## src/logic/iepr_cfg.svh

```systemverilog
// register offsets, field positions, reset values and timing counts
// assumes an 8-bit special-function register space with 8051-style bit addressing
`ifndef IEPR_CFG_SVH
`define IEPR_CFG_SVH

// byte addresses, identical on every register page
`define IEPR_ADDR_ENMAIN  8'ha8
`define IEPR_ADDR_PRIMAIN 8'hb8
`define IEPR_ADDR_ENEXT1  8'he6

// field positions
`define IEPR_GATE_BIT     7
`define IEPR_SPI_BIT      6
`define IEPR_PRI_FREE_BIT 7

// reset values
`define IEPR_RST_ENMAIN   8'h00
`define IEPR_RST_PRIMAIN  7'h00
`define IEPR_RST_ENEXT1   8'h00

// timing in system clock cycles at 50 MHz
`define IEPR_CLK_MHZ      50
`define IEPR_DETECT_CYC   1
`define IEPR_CALL_CYC     4
`define IEPR_RESP_CYC     (`IEPR_DETECT_CYC + `IEPR_CALL_CYC)

`endif

```

## src/logic/iepr_pkg.sv

```systemverilog
// types shared by the interrupt enable and priority block
// assumes the constants of iepr_cfg.svh
package iepr_pkg;

  typedef enum logic [0:0] {
    PH_IDLE,
    PH_CALL
  } iepr_phase_t;

  typedef struct packed {
    logic [7:0]  enMain;
    logic [6:0]  priMain;
    logic [7:0]  enExt1;
    logic [7:0]  rdData;
    logic        bitData;
    iepr_phase_t phase;
    logic [2:0]  callCnt;
    logic [3:0]  vec;
    logic        vecHigh;
    logic        actHigh;
    logic        actLow;
  } iepr_state_t;

endpackage

```

## src/logic/iepr_regs.sv

```systemverilog
// interrupt enable and priority registers with request gating and arbitration
// assumes synchronous special-function register strobes from the core and
// peripheral pending flags that are levels held until software clears them
`timescale 1ns/1ps
`include "iepr_cfg.svh"

module iepr_regs
  import iepr_pkg::*;
#(
  parameter int NSRC = 15
) (
  input  wire logic       clk,
  input  wire logic       rst_b,
  // byte access to the register space
  input  wire logic [7:0] sfrAddr,
  input  wire logic       sfrWr,
  input  wire logic       sfrRd,
  input  wire logic [7:0] sfrWdata,
  output logic      [7:0] sfrRdata,
  // single-bit access
  input  wire logic [7:0] bitAddr,
  input  wire logic       bitWr,
  input  wire logic       bitRd,
  input  wire logic       bitWval,
  output logic            bitRdata,
  // peripheral pending flags
  input  wire logic       extPinZero,
  input  wire logic       timerZeroOverflow,
  input  wire logic       extPinOne,
  input  wire logic       timerOneOverflow,
  input  wire logic       asyncSerialPort,
  input  wire logic       timerTwoLowOverflow,
  input  wire logic       timerTwoHighOverflow,
  input  wire logic       serialPeriphPort,
  input  wire logic       smbusPort,
  input  wire logic       windowCompareFlag,
  input  wire logic       conversionDoneFlag,
  input  wire logic       counterArray,
  input  wire logic       comparatorZeroRise,
  input  wire logic       comparatorZeroFall,
  input  wire logic       comparatorOneRise,
  input  wire logic       comparatorOneFall,
  input  wire logic       timerThreeLowOverflow,
  input  wire logic       timerThreeHighOverflow,
  input  wire logic       linCtrlEvent,
  // levels of the extended sources, from the extended priority register
  input  wire logic [7:0] extLevel,
  // core sequencer side
  input  wire logic       svcReturn,
  output logic            irqBusy,
  output logic            irqEnter,
  output logic      [3:0] irqVector,
  output logic            irqHigh,
  output logic      [7:0] enMainOut,
  output logic      [7:0] enExt1Out
);

  iepr_state_t st;
  iepr_state_t next_st;

  logic [NSRC-1:0] srcPend;
  logic [NSRC-1:0] srcMask;
  logic [NSRC-1:0] srcLevel;
  logic [NSRC-1:0] srcReq;
  logic [NSRC-1:0] srcElig;
  logic [NSRC-1:0] hiElig;
  logic            gateOn;
  logic            anyElig;
  logic            anyHigh;
  logic [3:0]      winIdx;
  logic [7:0]      priRead;

  // pending flags in fixed service order; flags only read, never altered
  assign srcPend = {linCtrlEvent,
                    timerThreeLowOverflow | timerThreeHighOverflow,
                    comparatorOneRise | comparatorOneFall,
                    comparatorZeroRise | comparatorZeroFall,
                    counterArray,
                    conversionDoneFlag,
                    windowCompareFlag,
                    smbusPort,
                    serialPeriphPort,
                    timerTwoLowOverflow | timerTwoHighOverflow,
                    asyncSerialPort,
                    timerOneOverflow,
                    extPinOne,
                    timerZeroOverflow,
                    extPinZero};

  // mask and level bits line up with the service order
  assign srcMask  = {st.enExt1, st.enMain[6:0]};
  assign srcLevel = {extLevel, st.priMain};
  assign gateOn   = st.enMain[`IEPR_GATE_BIT];

  // per-source gating, re-evaluated every clock
  genvar gi;
  generate
    for (gi = 0; gi < NSRC; gi++) begin : g_src
      assign srcReq[gi]  = gateOn & srcMask[gi] & srcPend[gi];
      assign srcElig[gi] = srcReq[gi] & ~st.actHigh &
                           (~st.actLow | srcLevel[gi]);
      assign hiElig[gi]  = srcElig[gi] & srcLevel[gi];
    end
  endgenerate

  // lowest index wins among the set bits
  function automatic logic [3:0] pick_first(input logic [NSRC-1:0] v);
    logic [3:0] idx;
    idx = 4'h0;
    for (int i = NSRC - 1; i >= 0; i--) begin
      if (v[i]) begin
        idx = 4'(i);
      end
    end
    return idx;
  endfunction

  // high level first, then fixed order within a level
  assign anyElig = |srcElig;
  assign anyHigh = |hiElig;
  assign winIdx  = anyHigh ? pick_first(hiElig) : pick_first(srcElig);

  // unused priority bit always reads one
  assign priRead = {1'b1, st.priMain};

  // next-state logic: registers, read data and call sequencing
  always_comb begin
    logic [2:0] bsel;
    bsel    = bitAddr[2:0];
    next_st = st;
    // byte writes, address decode ignores the register page
    if (sfrWr) begin
      case (sfrAddr)
        `IEPR_ADDR_ENMAIN: begin
          next_st.enMain = sfrWdata;
        end
        `IEPR_ADDR_PRIMAIN: begin
          next_st.priMain = sfrWdata[6:0];
        end
        `IEPR_ADDR_ENEXT1: begin
          next_st.enExt1 = sfrWdata;
        end
        default: begin
        end
      endcase
    end
    // bit writes; the extended enable is byte access only
    if (bitWr) begin
      if (bitAddr[7:3] == 5'(`IEPR_ADDR_ENMAIN >> 3)) begin
        next_st.enMain[bsel] = bitWval;
      end else if (bitAddr[7:3] == 5'(`IEPR_ADDR_PRIMAIN >> 3)) begin
        if (bsel != 3'(`IEPR_PRI_FREE_BIT)) begin
          next_st.priMain[bsel] = bitWval;
        end
      end
    end
    // byte reads, unmapped addresses return zero
    if (sfrRd) begin
      case (sfrAddr)
        `IEPR_ADDR_ENMAIN:  next_st.rdData = st.enMain;
        `IEPR_ADDR_PRIMAIN: next_st.rdData = priRead;
        `IEPR_ADDR_ENEXT1:  next_st.rdData = st.enExt1;
        default:            next_st.rdData = 8'h00;
      endcase
    end
    // bit reads
    if (bitRd) begin
      if (bitAddr[7:3] == 5'(`IEPR_ADDR_ENMAIN >> 3)) begin
        next_st.bitData = st.enMain[bsel];
      end else if (bitAddr[7:3] == 5'(`IEPR_ADDR_PRIMAIN >> 3)) begin
        next_st.bitData = priRead[bsel];
      end else begin
        next_st.bitData = 1'b0;
      end
    end
    // routine return frees the innermost active level
    if (svcReturn) begin
      if (st.actHigh) begin
        next_st.actHigh = 1'b0;
      end else begin
        next_st.actLow = 1'b0;
      end
    end
    // one detect cycle then the call sequence
    case (st.phase)
      PH_IDLE: begin
        if (anyElig) begin
          next_st.phase   = PH_CALL;
          next_st.vec     = winIdx;
          next_st.vecHigh = anyHigh;
          next_st.callCnt = 3'(`IEPR_CALL_CYC - 1);
        end
      end
      PH_CALL: begin
        if (st.callCnt == 3'h0) begin
          next_st.phase = PH_IDLE;
          if (st.vecHigh) begin
            next_st.actHigh = 1'b1;
          end else begin
            next_st.actLow = 1'b1;
          end
        end else begin
          next_st.callCnt = st.callCnt - 3'h1;
        end
      end
      default: begin
        next_st.phase = PH_IDLE;
      end
    endcase
  end

  // state register
  always_ff @(posedge clk or negedge rst_b) begin
    if (!rst_b) begin
      st.enMain  <= `IEPR_RST_ENMAIN;
      st.priMain <= `IEPR_RST_PRIMAIN;
      st.enExt1  <= `IEPR_RST_ENEXT1;
      st.rdData  <= 8'h00;
      st.bitData <= 1'b0;
      st.phase   <= PH_IDLE;
      st.callCnt <= 3'h0;
      st.vec     <= 4'h0;
      st.vecHigh <= 1'b0;
      st.actHigh <= 1'b0;
      st.actLow  <= 1'b0;
    end else begin
      st <= next_st;
    end
  end

  // outputs
  assign sfrRdata  = st.rdData;
  assign bitRdata  = st.bitData;
  assign irqBusy   = (st.phase == PH_CALL);
  assign irqEnter  = (st.phase == PH_CALL) && (st.callCnt == 3'h0);
  assign irqVector = st.vec;
  assign irqHigh   = st.vecHigh;
  assign enMainOut = st.enMain;
  assign enExt1Out = st.enExt1;

  // checks on gating, registers and sequencing
  chk_gate_blocks: assert property (@(posedge clk) disable iff (!rst_b)
    !gateOn |-> !anyElig)
    else $error("request passed with global gate off");

  chk_enmain_write: assert property (@(posedge clk) disable iff (!rst_b)
    (sfrWr && !bitWr && sfrAddr == `IEPR_ADDR_ENMAIN) |=> enMainOut == $past(sfrWdata))
    else $error("main enable write lost");

  chk_pri_bitwr: assert property (@(posedge clk) disable iff (!rst_b)
    (bitWr && !sfrWr && bitAddr == 8'hb8) |=> st.priMain[0] == $past(bitWval))
    else $error("priority bit write lost");

  chk_ext_write: assert property (@(posedge clk) disable iff (!rst_b)
    (sfrWr && sfrAddr == `IEPR_ADDR_ENEXT1) |=> enExt1Out == $past(sfrWdata))
    else $error("extended enable write lost");

  chk_pri_top_one: assert property (@(posedge clk) disable iff (!rst_b)
    (sfrRd && sfrAddr == `IEPR_ADDR_PRIMAIN) |=> sfrRdata[7])
    else $error("priority bit 7 read zero");

  chk_spi_masked: assert property (@(posedge clk) disable iff (!rst_b)
    !enMainOut[`IEPR_SPI_BIT] |-> !srcElig[6])
    else $error("masked spi request passed");

  chk_high_hold: assert property (@(posedge clk) disable iff (!rst_b)
    st.actHigh |-> !anyElig)
    else $error("high routine preempted");

  chk_low_preempt: assert property (@(posedge clk) disable iff (!rst_b)
    (!irqBusy && st.actLow && !st.actHigh && anyElig) |=> irqHigh)
    else $error("low level preempted a low routine");

  chk_fixed_order: assert property (@(posedge clk) disable iff (!rst_b)
    (!irqBusy && srcElig[0] && !anyHigh) |=> irqVector == 4'h0)
    else $error("fixed order not kept");

  chk_resp_five: assert property (@(posedge clk) disable iff (!rst_b)
    (!irqBusy && anyElig) |-> !irqEnter ##1 !irqEnter [*3] ##1 irqEnter)
    else $error("response not five cycles");

  chk_gate_no_call: assert property (@(posedge clk) disable iff (!rst_b)
    (!gateOn && !irqBusy) |=> !irqBusy)
    else $error("call started with global gate off");

  chk_level_pick: assert property (@(posedge clk) disable iff (!rst_b)
    (!irqBusy && !st.actHigh && |(srcReq & srcLevel)) |=> irqHigh)
    else $error("high level request lost to a low one");

  chk_pend_request: assert property (@(posedge clk) disable iff (!rst_b)
    (!irqBusy && !st.actHigh && !st.actLow && |srcReq) |=> irqBusy)
    else $error("unmasked pending flag not taken");

  chk_timer_two_gate: assert property (@(posedge clk) disable iff (!rst_b)
    (!irqBusy && !enMainOut[5]) |=> !(irqBusy && irqVector == 4'h5))
    else $error("masked timer 2 request passed");

  chk_uart_gate: assert property (@(posedge clk) disable iff (!rst_b)
    (!irqBusy && !enMainOut[4]) |=> !(irqBusy && irqVector == 4'h4))
    else $error("masked uart request passed");

  chk_timer_one_gate: assert property (@(posedge clk) disable iff (!rst_b)
    (!irqBusy && !enMainOut[3]) |=> !(irqBusy && irqVector == 4'h3))
    else $error("masked timer 1 request passed");

  chk_pin_one_gate: assert property (@(posedge clk) disable iff (!rst_b)
    (!irqBusy && !enMainOut[2]) |=> !(irqBusy && irqVector == 4'h2))
    else $error("masked external pin 1 request passed");

  chk_lin_gate: assert property (@(posedge clk) disable iff (!rst_b)
    (!irqBusy && !enExt1Out[7]) |=> !(irqBusy && irqVector == 4'he))
    else $error("masked lin request passed");

  chk_timer_three_gate: assert property (@(posedge clk) disable iff (!rst_b)
    (!irqBusy && !enExt1Out[6]) |=> !(irqBusy && irqVector == 4'hd))
    else $error("masked timer 3 request passed");

  chk_cmp_one_gate: assert property (@(posedge clk) disable iff (!rst_b)
    (!irqBusy && !enExt1Out[5]) |=> !(irqBusy && irqVector == 4'hc))
    else $error("masked comparator 1 request passed");

  chk_counter_gate: assert property (@(posedge clk) disable iff (!rst_b)
    (!irqBusy && !enExt1Out[3]) |=> !(irqBusy && irqVector == 4'ha))
    else $error("masked counter array request passed");

  chk_conv_gate: assert property (@(posedge clk) disable iff (!rst_b)
    (!irqBusy && !enExt1Out[2]) |=> !(irqBusy && irqVector == 4'h9))
    else $error("masked conversion request passed");

  chk_window_gate: assert property (@(posedge clk) disable iff (!rst_b)
    (!irqBusy && !enExt1Out[1]) |=> !(irqBusy && irqVector == 4'h8))
    else $error("masked window compare request passed");

  chk_smbus_gate: assert property (@(posedge clk) disable iff (!rst_b)
    (!irqBusy && !enExt1Out[0]) |=> !(irqBusy && irqVector == 4'h7))
    else $error("masked smbus request passed");

  cov_low_entry: cover property (@(posedge clk) disable iff (!rst_b)
    irqEnter && !irqHigh);
  cov_preempt: cover property (@(posedge clk) disable iff (!rst_b)
    irqEnter && irqHigh && st.actLow);
  cov_return: cover property (@(posedge clk) disable iff (!rst_b)
    svcReturn && st.actHigh && st.actLow);
  cov_high_direct: cover property (@(posedge clk) disable iff (!rst_b)
    irqEnter && irqHigh && !st.actLow);
  cov_gate_hold: cover property (@(posedge clk) disable iff (!rst_b)
    !gateOn && |srcPend);

endmodule

```

## config.mk

```make
export PLATFORM = sky130hd
export DESIGN_NAME = iepr_regs
export DESIGN_NICKNAME = d
export VERILOG_FILES = /design/src/logic/iepr_pkg.sv /design/src/logic/iepr_regs.sv
export VERILOG_INCLUDE_DIRS = /design/src /design/src/logic
export SDC_FILE = /design/constraint.sdc
export NUM_CORES = 1
export LEC_CHECK = 0
export BUFFER_PORTS_ARGS = -buffer_cell sky130_fd_sc_hd__buf_2
export CAP_MARGIN = 20
export CORE_AREA = 3 3 120 122
export CTS_CLUSTER_SIZE = 10
export DETAILED_ROUTE_END_ITERATION = 8
export DIE_AREA = 0 0 123 125
export PLACE_DENSITY = 0.55
export SYNTH_ARGS = -nofsm -noshare
export SYNTH_HDL_FRONTEND = slang
export SYNTH_SLANG_ARGS = --single-unit
```

## constraint.sdc

```tcl
create_clock -name clk -period 1.83 [get_ports clk]
set_clock_uncertainty 0.05 [all_clocks]
set_input_delay 0.183 -clock clk [delete_from_list [all_inputs] [get_ports clk]]
set_output_delay 0.183 -clock clk [all_outputs]
set_load 0.005 [all_outputs]
```

==> results of run 1 <==
final cells by class:
type,instances,area (um2)
Multi-Input combinational cell,265,2050
Fill cell,1378,8750
Tap cell,176,220
Timing Repair Buffer,157,976
Clock buffer,5,125
Clock inverter,3,46.3
Inverter,13,53.8
Sequential cell,43,1080
metal layers:
layer,vias to the layer above,track usage (%)
li1,1561,-
met1,1533,22.0
met2,145,22.8
met3,9,3.03
met4,0,2.61
met5,-,0
worst max-delay path, stage by stage (launching register included):
cell and delay (ns):
dfrtp_2 0.48, buf_6 0.16, nand4b_1 0.24, o22ai_2 0.17
and3b_2 0.25, a41o_4 0.25, o41ai_2 0.32
power groups by stage:
| stage | clock network, mW | logic [mW] | registers (mW) |
|---|---|---|---|
| 6_report | 1.06 | 0.921 | 1.18 |
| 5_1_grt | 1.11 | 1.01 | 1.20 |
| 4_1_cts | 1.09 | 0.893 | 1.18 |
| 3_5_place_dp | 0 | 0.864 | 1.19 |
| 3_3_place_gp | 0 | 0.843 | 1.19 |
| 2_1_floorplan | 0 | 0.537 | 1.17 |
synthesized netlist by cell type, types with 6 or more instances:
cell,instances
nand2_1,26
mux2_1,11
nand2b_1,8
nor3_1,9
buf_4,28
nor2_1,39
a21oi_1,22
nand4_1,10
clkbuf_1,6
mux2_2,21
nor2b_1,10
o21ai_0,13
inv_1,12
dfrtp_1,43
mux2i_1,12
buf_2,6
through the flow:
stage,std cells,hold WS [ns]
3_3_place_gp,646,0.148
5_1_grt,662,0.0461
3_5_place_dp,646,0.154
2_1_floorplan,364,-0.163
4_1_cts,661,0.0211
6_report,662,0.0364
what timing repair did:
action	4_1_cts	5_1_grt
setup buffers	6	1
resized for setup	16	11
endpoints found under the setup margin	11	10
endpoints found under the hold margin	21	0
hold buffers	1	0
pin swaps	9	7
flip-flops by register name (all words and copies together) (netlist names):
register	flops
bitRdata	1
enExt1Out	8
enMainOut	8
irqBusy	1
irqHigh	1
irqVector	4
priRead	7
sfrRdata	8
st	5
path summary, 6_finish.rpt:
kind / end / slack [ns] / cells past startpoint
setup / recovery: irqVector[3]$_DFFE_PN0P_ / -0.19 / 6
hold reg to reg: irqVector[3]$_DFFE_PN0P_ / 0.43 / 2
max in group asynchronous: st[1]$_DFF_PN0_ / 0.82 / 3
setup reg to reg: irqVector[3]$_DFFE_PN0P_ / -0.19 / 6
hold / removal: bitRdata$_DFFE_PN0P_ / 0.04 / 2
min in group asynchronous: bitRdata$_DFFE_PN0P_ / 0.37 / 2
logic make-up after synthesis:
logic type	share of synthesized area (%)
and+or+nand+nor	22.5
AOI/OAI and AO/OA	17.8
buffers and inverters	10.3
muxes	15.9
DFF	32.5
adders and majority gates	0.755
xor gates and xnor gates	0.264
==> out/qor.txt, run 1 <==
Synth Flop Type: dfrtp_1
power consumption: 3.16 mW
NumNets Final: 546
launching element type of the critical path: flip-flop
Finish-stage setup viols: 10
Leakage: 2.22 nW
post-synth top area cell: dfrtp_1
Die ar.: 15400 um2
sw power: 0.987 mW
worst slew pin tran: 0.558 ns
max-slew violation count: 0
pwr dens: 694 nW/um2
worst hold path class: primary input to flip-flop
diodes inserted: 0
Starting Density: 24.9%
Mapped Area: 3310 um2
quantity of I/O buffers inserted on ports: 90
critical path data required time: 1.97 ns
most common cell after layout, fill and taps aside: buf_2
commonest cells after routing, fill and taps aside: buf_2, buf_4, dfrtp_1
fin crit share: 110%
WL met2: 5040 um
CTS buffer count: 5
H-tree depth: 2
FF+latch count, synth: 43
Arrival @ worst endpoint: 2.16 ns
vias in the first global route: 3251
status: finished with violations
Reg power frac: 37.4%
clock slew at reported path FFs: 0.07 ns
CTS tree: built
Logic pwr share: 29.2%
Root Driver: clkbuf_16
Max-cap violations: 0
Vias: 3248
Synth Net Count: 425
switching portion of total power: 31.3%
share of cells above drive strength 1: 47.1%
Top Metal Used: met4
fmax: 495 MHz
largest net degree at the start of global routing: 23
Final Core Density: 34.2%
Post-synth EDFFs: 0
crit path time final: 2.02 ns
Crit. End Element: flip-flop
total clock sinks: 43
Clk network pwr share: 33.4%
worst skew pair latency: 0.29 ns
RSZ-0062 raised after global routing: yes
sequential element share of the synthesized area: 32.5%
WL/cell: 17.5 um
Relative slew margins: 62.4%
CP Class: flip-flop to flip-flop
post-route ant nets: 0
grt ovf: 0
P&R area growth vs syn: 37.2%
total wire length: 11600 um
P_int: 2.17 mW
worst vdd ir: 0.416 mV
core area: 13300 um2
initial antenna violation count: 0
Syn Inst Count: 364
DR WL met3: 889 um
first-pass GRT wire length: 18000 um
share of the synthesized area in the top cell type: 32.5%
final worst slack: -0.191 ns
Die H: 125 um
post-DP HPWL: 9150 um
Cell Rows: 42
I/O pin total: 91
R2R Path Start: st[1]$_DFF_PN0_
failing checks: setup timing
# DRC: 0
Critical Path Start: st[1]$_DFF_PN0_
GRT Overall Usage: 14.9%
GPL Wtd Cong: 0.910
top post-synthesis cells by area: dfrtp_1, mux2_2, buf_4
Max clock buf depth: 2
count of cell types in the netlist: 66
DP Area: 4210 um2
Yosys warnings: 0
post-synthesis async set-or-reset flop share: 100%
Hold Crit Start: bitRd
DR pass1 iterations: 5
via/cell ratio: 4.91
Fin. Hold Viols: 0
M1 WL: 5570 um
Mapped Avg Cell Area: 9.11 um2
drt first-iter violations: 235
crit-path max FO: 7
worst slack, placed: -0.296 ns
post-route setup TNS: -1.35 ns
Finished Cell Area: 4550 um2
width of the chip: 123 um
Power figures use the tool's default switching activity.
==> run 2, diff against run 1 <==
--- a/config.mk
+++ b/config.mk
@@ -12,7 +12,7 @@
 export CTS_CLUSTER_SIZE = 10
 export DETAILED_ROUTE_END_ITERATION = 8
 export DIE_AREA = 0 0 123 125
-export PLACE_DENSITY = 0.55
+export PLACE_DENSITY = 0.49
 export SYNTH_ARGS = -nofsm -noshare
 export SYNTH_HDL_FRONTEND = slang
 export SYNTH_SLANG_ARGS = --single-unit
==> constraint.sdc (replaced) <==
create_clock -name clk -period 1.66 [get_ports clk]
set_clock_uncertainty 0.05 [all_clocks]
set_input_delay 0.166 -clock clk [delete_from_list [all_inputs] [get_ports clk]]
set_output_delay 0.166 -clock clk [all_outputs]
set_load 0.005 [all_outputs]
==> run 2 against run 1 <==
- the run still ends with setup timing left
- first-iteration DRC count increased by 27%
- critical path depth increased by 3
- worst setup slack got worse by 0.20 ns
- combinational power increased by 31%
- routed wire length increased by 5.5%
- critical endpoint is now irqVector[1]$_DFFE_PN0P_
- largest cell class unchanged
- highest routed layer unchanged
==> out/qor.txt, run 2 (synthesized netlist as in run 1, its figures left out) <==
status: finished with violations (unchanged)
failing checks: setup timing (unchanged)
Die ar.: 15400 um2 (unchanged)
worst slew pin tran: 0.536 ns (was 0.558 ns)
slowest CP cell: dfrtp_2 (unchanged)
share of cells above drive strength 1: 55.6% (was 47.1%)
drt first-iter violations: 299 (was 235)
Vias: 3317 (was 3248)
crit-path max FO: 4 (was 7)
largest net degree at the start of global routing: 44 (was 23)
Leakage: 2.48 nW (was 2.22 nW)
clock slew at reported path FFs: 0.07 ns (about the same)
fin cells: 698 (was 662)
width of the chip: 123 um (unchanged)
fmax: 488 MHz (was 495 MHz)
post-route ant nets: 0 (unchanged)
total wire length: 12200 um (was 11600 um)
most common cell after layout, fill and taps aside: buf_2 (unchanged)
Starting Density: 24.9% (unchanged)
crit path time final: 2.05 ns (was 2.02 ns)
max-slew violation count: 0 (unchanged)
reg2reg path depth: 9 (was 6)
diodes inserted: 0 (unchanged)
first-pass GRT wire length: 19000 um (was 18000 um)
power consumption: 3.87 mW (was 3.16 mW)
commonest cells after routing, fill and taps aside: buf_2, buf_4, dfrtp_1 (unchanged)
H-tree depth: 2 (unchanged)
hold depth: 2 (unchanged)
quantity of I/O buffers inserted on ports: 90 (unchanged)
# DRC: 0 (unchanged)
FF+latch area: 1080 um2 (unchanged)
RSZ-0062 raised after global routing: yes (unchanged)
Finish-stage setup viols: 11 (was 10)
I/O pin total: 91 (unchanged)
multi-input logic area: 2190 um2 (was 2050 um2)
CP Class: flip-flop to flip-flop (unchanged)
GRT Overall Usage: 15.8% (was 14.9%)
P&R area growth vs syn: 52.5% (was 37.2%)
Relative slew margins: 63.9% (was 62.4%)
Crit. End Element: flip-flop (unchanged)
CTS tree: built (unchanged)
NumNets Final: 582 (was 546)
worst vdd ir: 0.406 mV (was 0.416 mV)
final worst slack: -0.388 ns (was -0.191 ns)
core area: 13300 um2 (unchanged)
Fin. Hold Viols: 0 (unchanged)
Crit path top cell by count: buf_6
Root Driver: clkbuf_16 (unchanged)
worst skew pair latency: 0.29 ns (about the same)
CTS buffer count: 5 (unchanged)
Cell Rows: 42 (unchanged)
worst hold path class: primary input to flip-flop (unchanged)
Critical Path Max Stage Delay: 0.44 ns (was 0.48 ns)
crit-path cells: buf_6, and4b_2, buf_6, nand2_2, buf_4, nand3_2, o211ai_1, a31oi_1, o31a_1 (was buf_6, nand4b_1, o22ai_2, and3b_2, a41o_4, o41ai_2)
WL/cell: 17.5 um (about the same)
GPL Wtd Cong: 0.887 (was 0.910)
Max clock buf depth: 2 (unchanged)
Die H: 125 um (unchanged)
grt ovf: 0 (unchanged)
fillers: 1356 (was 1378)
post-DP HPWL: 9810 um (was 9150 um)
launching element type of the critical path: flip-flop (unchanged)
initial antenna violation count: 0 (unchanged)
critical path data required time: 1.79 ns (was 1.97 ns)
vias in the first global route: 3419 (was 3251)
Inst Count DP: 678 (was 646)
Arrival @ worst endpoint: 2.18 ns (was 2.16 ns)
DR pass1 iterations: 5 (unchanged)
Max-cap violations: 0 (unchanged)
pwr dens: 766 nW/um2 (was 694 nW/um2)
fin crit share: 123% (was 110%)
via/cell ratio: 4.75 (was 4.91)
total clock sinks: 43 (unchanged)
==> run 2: changes by cell type in the layout (fill, tap and decap cells not counted), moves of 3 or more <==
cell / previous run / this run
nor3_1: 8 / 5
nor3_2: 1 / 4
buf_4: 63 / 88
nor2b_2: 1 / 4
nand2_1: 24 / 19
buf_6: 2 / 12
mux2_4: 13 / 16
nand2_4: 0 / 3
==> run 2: repair_timing <==
| item | 4_1_cts | 5_1_grt |
|---|---|---|
| resized for setup | 39 | 31 |
| pin swaps | 13 | 17 |
| endpoints found under the hold margin | 43 | 0 |
| setup buffers | 11 | 1 |
| setup endpoints to repair | 18 | 15 |
| hold buffers | 1 | 0 |
==> run 2: worst paths after layout <==
kind	start	to	slack, ns
worst max-delay path	enMainOut[7]$_DFF_PN0_	irqVector[1]$_DFFE_PN0P_	-0.39
worst min register to register	irqVector[2]$_DFFE_PN0P_	irqVector[2]$_DFFE_PN0P_	0.46
worst min-delay path	bitRd	bitRdata$_DFFE_PN0P_	0.01
min in group asynchronous	rst_b	irqVector[0]$_DFFE_PN0P_	0.33
worst max register to register	enMainOut[7]$_DFF_PN0_	irqVector[1]$_DFFE_PN0P_	-0.39
max in group asynchronous	rst_b	st[1]$_DFF_PN0_	0.99
==> run 2: final cells by class <==
cell class,instances,area share [%]
clock buffer,5,2.48
clock inverter,3,1.41
inverter,13,1.06
multi-input combinational,265,43.4
sequential,43,21.3
tap,176,4.36
timing repair buffer,193,25.9
==> run 2: where the power goes <==
group          switching, mW  leakage (nW)  total (mW)  internal [mW]
combinational          0.578          1.82        1.21          0.630
sequential             0.127         0.569        1.31           1.18
clock                  0.483        0.0959        1.36          0.874
==> run 2: stage by stage <==
step                TNS [ns]  hold WS [ns]  instance area (um2)  utilization [%]  setup slack [ns]
floorplan              -3.78        -0.180                 3390                -            -0.226
CTS                    -2.73        0.0118                 4900             36.9            -0.372
detailed placement     -6.90         0.124                 4480             33.7            -0.425
global placement       -6.24         0.116                 4480             33.7            -0.458
global route           -3.51        0.0446                 5050             38.0            -0.457
finish                 -2.77        0.0107                 5050             38.0            -0.388
==> run 2: metal layers <==
layer	share of wire, %	up-vias	global-route usage (%)
li1	-	1626	-
met1	46	1586	21.7
met2	47	90	25.5
met3	4.8	15	2.94
met4	2.3	0	4.30
met5	0	-	0
==> run 2: critical path: cells and delay by family, from the launching register on <==
family,cells,cell delay [ns]
compound gates,3,0.71
simple gates,3,0.38
flops,1,0.44
buf+inv,3,0.36
==> run 3, diff against run 2 <==
--- a/config.mk
+++ b/config.mk
@@ -6,12 +6,13 @@
 export SDC_FILE = /design/constraint.sdc
 export NUM_CORES = 1
 export LEC_CHECK = 0
+export ABC_AREA = 1
 export BUFFER_PORTS_ARGS = -buffer_cell sky130_fd_sc_hd__buf_2
 export CAP_MARGIN = 20
-export CORE_AREA = 3 3 120 122
+export CORE_AREA = 3 3 119 121
 export CTS_CLUSTER_SIZE = 10
 export DETAILED_ROUTE_END_ITERATION = 8
-export DIE_AREA = 0 0 123 125
+export DIE_AREA = 0 0 122 124
 export PLACE_DENSITY = 0.49
 export SYNTH_ARGS = -nofsm -noshare
 export SYNTH_HDL_FRONTEND = slang
==> run 3 against run 2 <==
- the run still ends with setup timing left
- non-clock buffer count down 39
- total power shrank 5.4%
- critical path depth increased by 3
- largest cell class unchanged
- largest power group is now sequential cells
- highest routed layer unchanged
==> out/qor.txt, run 3 <==
top post-synthesis cells by area: dfrtp_1, nand2_1, inv_1 (was dfrtp_1, mux2_2, buf_4)
Vias: 3508 (was 3317)
worst slew pin tran: 0.569 ns (was 0.536 ns)
core area: 13200 um2 (was 13300 um2)
multiplexer share of the synthesized area: 2.74% (was 15.9%)
worst slack, placed: -0.302 ns (was -0.425 ns)
fillers: 1461 (was 1356)
status: finished with violations (unchanged)
Synth Area in Adders: 0.762% (was 0.755%)
top-count cell post-synth: nand2_1 (was dfrtp_1)
CP Class: flip-flop to flip-flop (unchanged)
first-pass GRT wire length: 17200 um (was 19000 um)
XOR/XNOR share of the synthesized area: 0.267% (was 0.264%)
Finish-stage setup viols: 9 (was 11)
Max clock buf depth: 2 (unchanged)
critical path data required time: 1.79 ns (about the same)
GRT Overall Usage: 14.7% (was 15.8%)
post-synthesis async set-or-reset flop share: 100% (unchanged)
Yosys warnings: 0 (unchanged)
H-tree depth: 2 (unchanged)
largest family of logic cells by synthesized area: simple AND/OR/NAND/NOR gates (unchanged)
Crit. End Element: flip-flop (unchanged)
DR pass1 iterations: 5 (unchanged)
Arrival @ worst endpoint: 2.07 ns (was 2.18 ns)
grt ovf: 0 (unchanged)
pwr dens: 819 nW/um2 (was 766 nW/um2)
WL/cell: 14.4 um (was 17.5 um)
P&R area growth vs syn: 36.2% (was 52.5%)
Mapped Area: 3290 um2 (was 3310 um2)
max-slew violation count: 0 (unchanged)
Synth Flop Type: dfrtp_1 (unchanged)
FF+latch count, synth: 43 (unchanged)
launching element type of the critical path: flip-flop (unchanged)
commonest cells after routing, fill and taps aside: nand2_1, buf_2, inv_1 (was buf_2, buf_4, dfrtp_1)
clock slew at reported path FFs: 0.07 ns (about the same)
crit-path max FO: 7 (was 4)
largest net degree at the start of global routing: 25 (was 44)
diodes inserted: 0 (unchanged)
post-DP HPWL: 9380 um (was 9810 um)
Relative slew margins: 62.1% (was 63.9%)
reg2reg setup slack: -0.28 ns (was -0.39 ns)
I/O pin total: 91 (unchanged)
share of cells above drive strength 1: 38.2% (was 55.6%)
total clock sinks: 43 (unchanged)
fin cells: 778 (was 698)
commonest cells in the synthesized netlist: nand2_1, inv_1, dfrtp_1 (was dfrtp_1, nor2_1, buf_4)
Leakage: 2.46 nW (was 2.48 nW)
Synth Net Count: 535 (was 425)
power consumption: 3.66 mW (was 3.87 mW)
CTS buffer count: 5 (unchanged)
worst skew pair latency: 0.30 ns (was 0.29 ns)
initial antenna violation count: 0 (unchanged)
fin crit share: 117% (was 123%)
Inst Count DP: 764 (was 678)
worst hold path class: primary input to flip-flop (unchanged)
CTS tree: built (unchanged)
# DRC: 0 (unchanged)
quantity of I/O buffers inserted on ports: 90 (unchanged)
crit path time final: 1.94 ns (was 2.05 ns)
Die ar.: 15100 um2 (was 15400 um2)
drt first-iter violations: 203 (was 299)
failing checks: setup timing (unchanged)
via/cell ratio: 4.51 (was 4.75)
share of the synthesized area in the top cell type: 32.7% (was 32.5%)
count of cell types in the netlist: 43 (was 66)
worst vdd ir: 0.423 mV (was 0.406 mV)
post-synth top area cell: dfrtp_1 (unchanged)
Die H: 124 um (was 125 um)
Hold Slack: 0.0379 ns (was 0.0107 ns)
NumNets Final: 663 (was 582)
vias in the first global route: 3342 (was 3419)
Starting Density: 24.9% (about the same)
post-route setup TNS: -2.02 ns (was -2.77 ns)
Root Driver: clkbuf_16 (unchanged)
post-synthesis compound-gate area fraction: 16.6% (was 17.8%)
width of the chip: 122 um (was 123 um)
GPL Wtd Cong: 0.882 (was 0.887)
Finished Cell Area: 4480 um2 (was 5050 um2)
Synth Area in Simple Gates: 29.9% (was 22.5%)
final worst slack: -0.282 ns (was -0.388 ns)
total wire length: 11200 um (was 12200 um)
sequential element share of the synthesized area: 32.7% (was 32.5%)
fmax: 515 MHz (was 488 MHz)
Cell Rows: 42 (unchanged)
Final Core Density: 33.9% (was 38.0%)
Max-cap violations: 0 (unchanged)
most common cell after layout, fill and taps aside: nand2_1 (was buf_2)
Fin. Hold Viols: 0 (unchanged)
post-route ant nets: 0 (unchanged)
Mapped Avg Cell Area: 6.93 um2 (was 9.11 um2)
DP Area: 4160 um2 (was 4480 um2)
Syn Inst Count: 474 (was 364)
Post-synth EDFFs: 0 (unchanged)
RSZ-0062 raised after global routing: yes (unchanged)
[run 3: what timing repair did]
action | 4_1_cts | 5_1_grt
hold buffers | 1 | 0
gates cloned | 0 | 2
pin swaps | 2 | 8
setup endpoints to repair | 9 | 10
resized for setup | 10 | 26
hold endpoints to repair | 22 | 0
setup buffers | 2 | 2
[run 3: where the power goes]
| part | internal (mW) | switching, mW | leakage [nW] |
|---|---|---|---|
| sequential | 1.22 | 0.133 | 0.575 |
| combinational | 0.576 | 0.752 | 1.82 |
| clock | 0.550 | 0.432 | 0.0696 |
| total | 2.35 | 1.32 | 2.46 |
[run 3: worst max-delay path, cell delays in order, from the launching register on]
cell and delay (ns):
dfrtp_2 0.44, buf_6 0.16, a21oi_1 0.07, and3_1 0.17, or2_4 0.25, nor3_4 0.15
nand2_2 0.08, inv_2 0.07, a21oi_4 0.07, inv_4 0.12, nand2_4 0.09, nand2_2 0.08
o21ai_2 0.05
[run 3: path summary, 6_finish.rpt]
| kind | from | to | cells past startpoint |
|---|---|---|---|
| hold / removal | bitRd | bitRdata$_DFFE_PN0P_ | 2 |
| setup / recovery | st[0]$_DFF_PN0_ | st[8]$_DFFE_PN0P_ | 12 |
| hold reg to reg | irqVector[2]$_DFFE_PN0P_ | irqVector[2]$_DFFE_PN0P_ | 2 |
| max in group asynchronous | rst_b | st[0]$_DFF_PN0_ | 3 |
| min in group asynchronous | rst_b | enMainOut[5]$_DFF_PN0_ | 2 |
| setup reg to reg | st[0]$_DFF_PN0_ | st[8]$_DFFE_PN0P_ | 12 |
[run 3: logic make-up after synthesis]
kind of cell,Yosys count
xor gates and xnor gates,1
and+or+nand+nor,214
adders and majority gates,2
DFF,43
muxes,8
buffers and inverters,117
AOI/OAI and AO/OA,89
[run 3: cell type report]
cell class	count	area [um2]	share of cell area [%]
clock buffer	5	125	2.80
clock inverter	2	13.8	0.308
inverter	82	313	6.99
multi-input combinational	315	1780	39.7
sequential	43	1080	24.1
tap	176	220	4.92
timing repair buffer	154	941	21.0
timing repair inverter	1	7.51	0.168
[run 3: routing by layer]
metal | vias to the layer above | routed length, um | track usage, %
li1 | 1763 | - | -
met1 | 1647 | 4940 | 18.7
met2 | 90 | 5680 | 26.4
met3 | 8 | 448 | 2.32
met4 | 0 | 131 | 3.43
met5 | - | 0 | 0
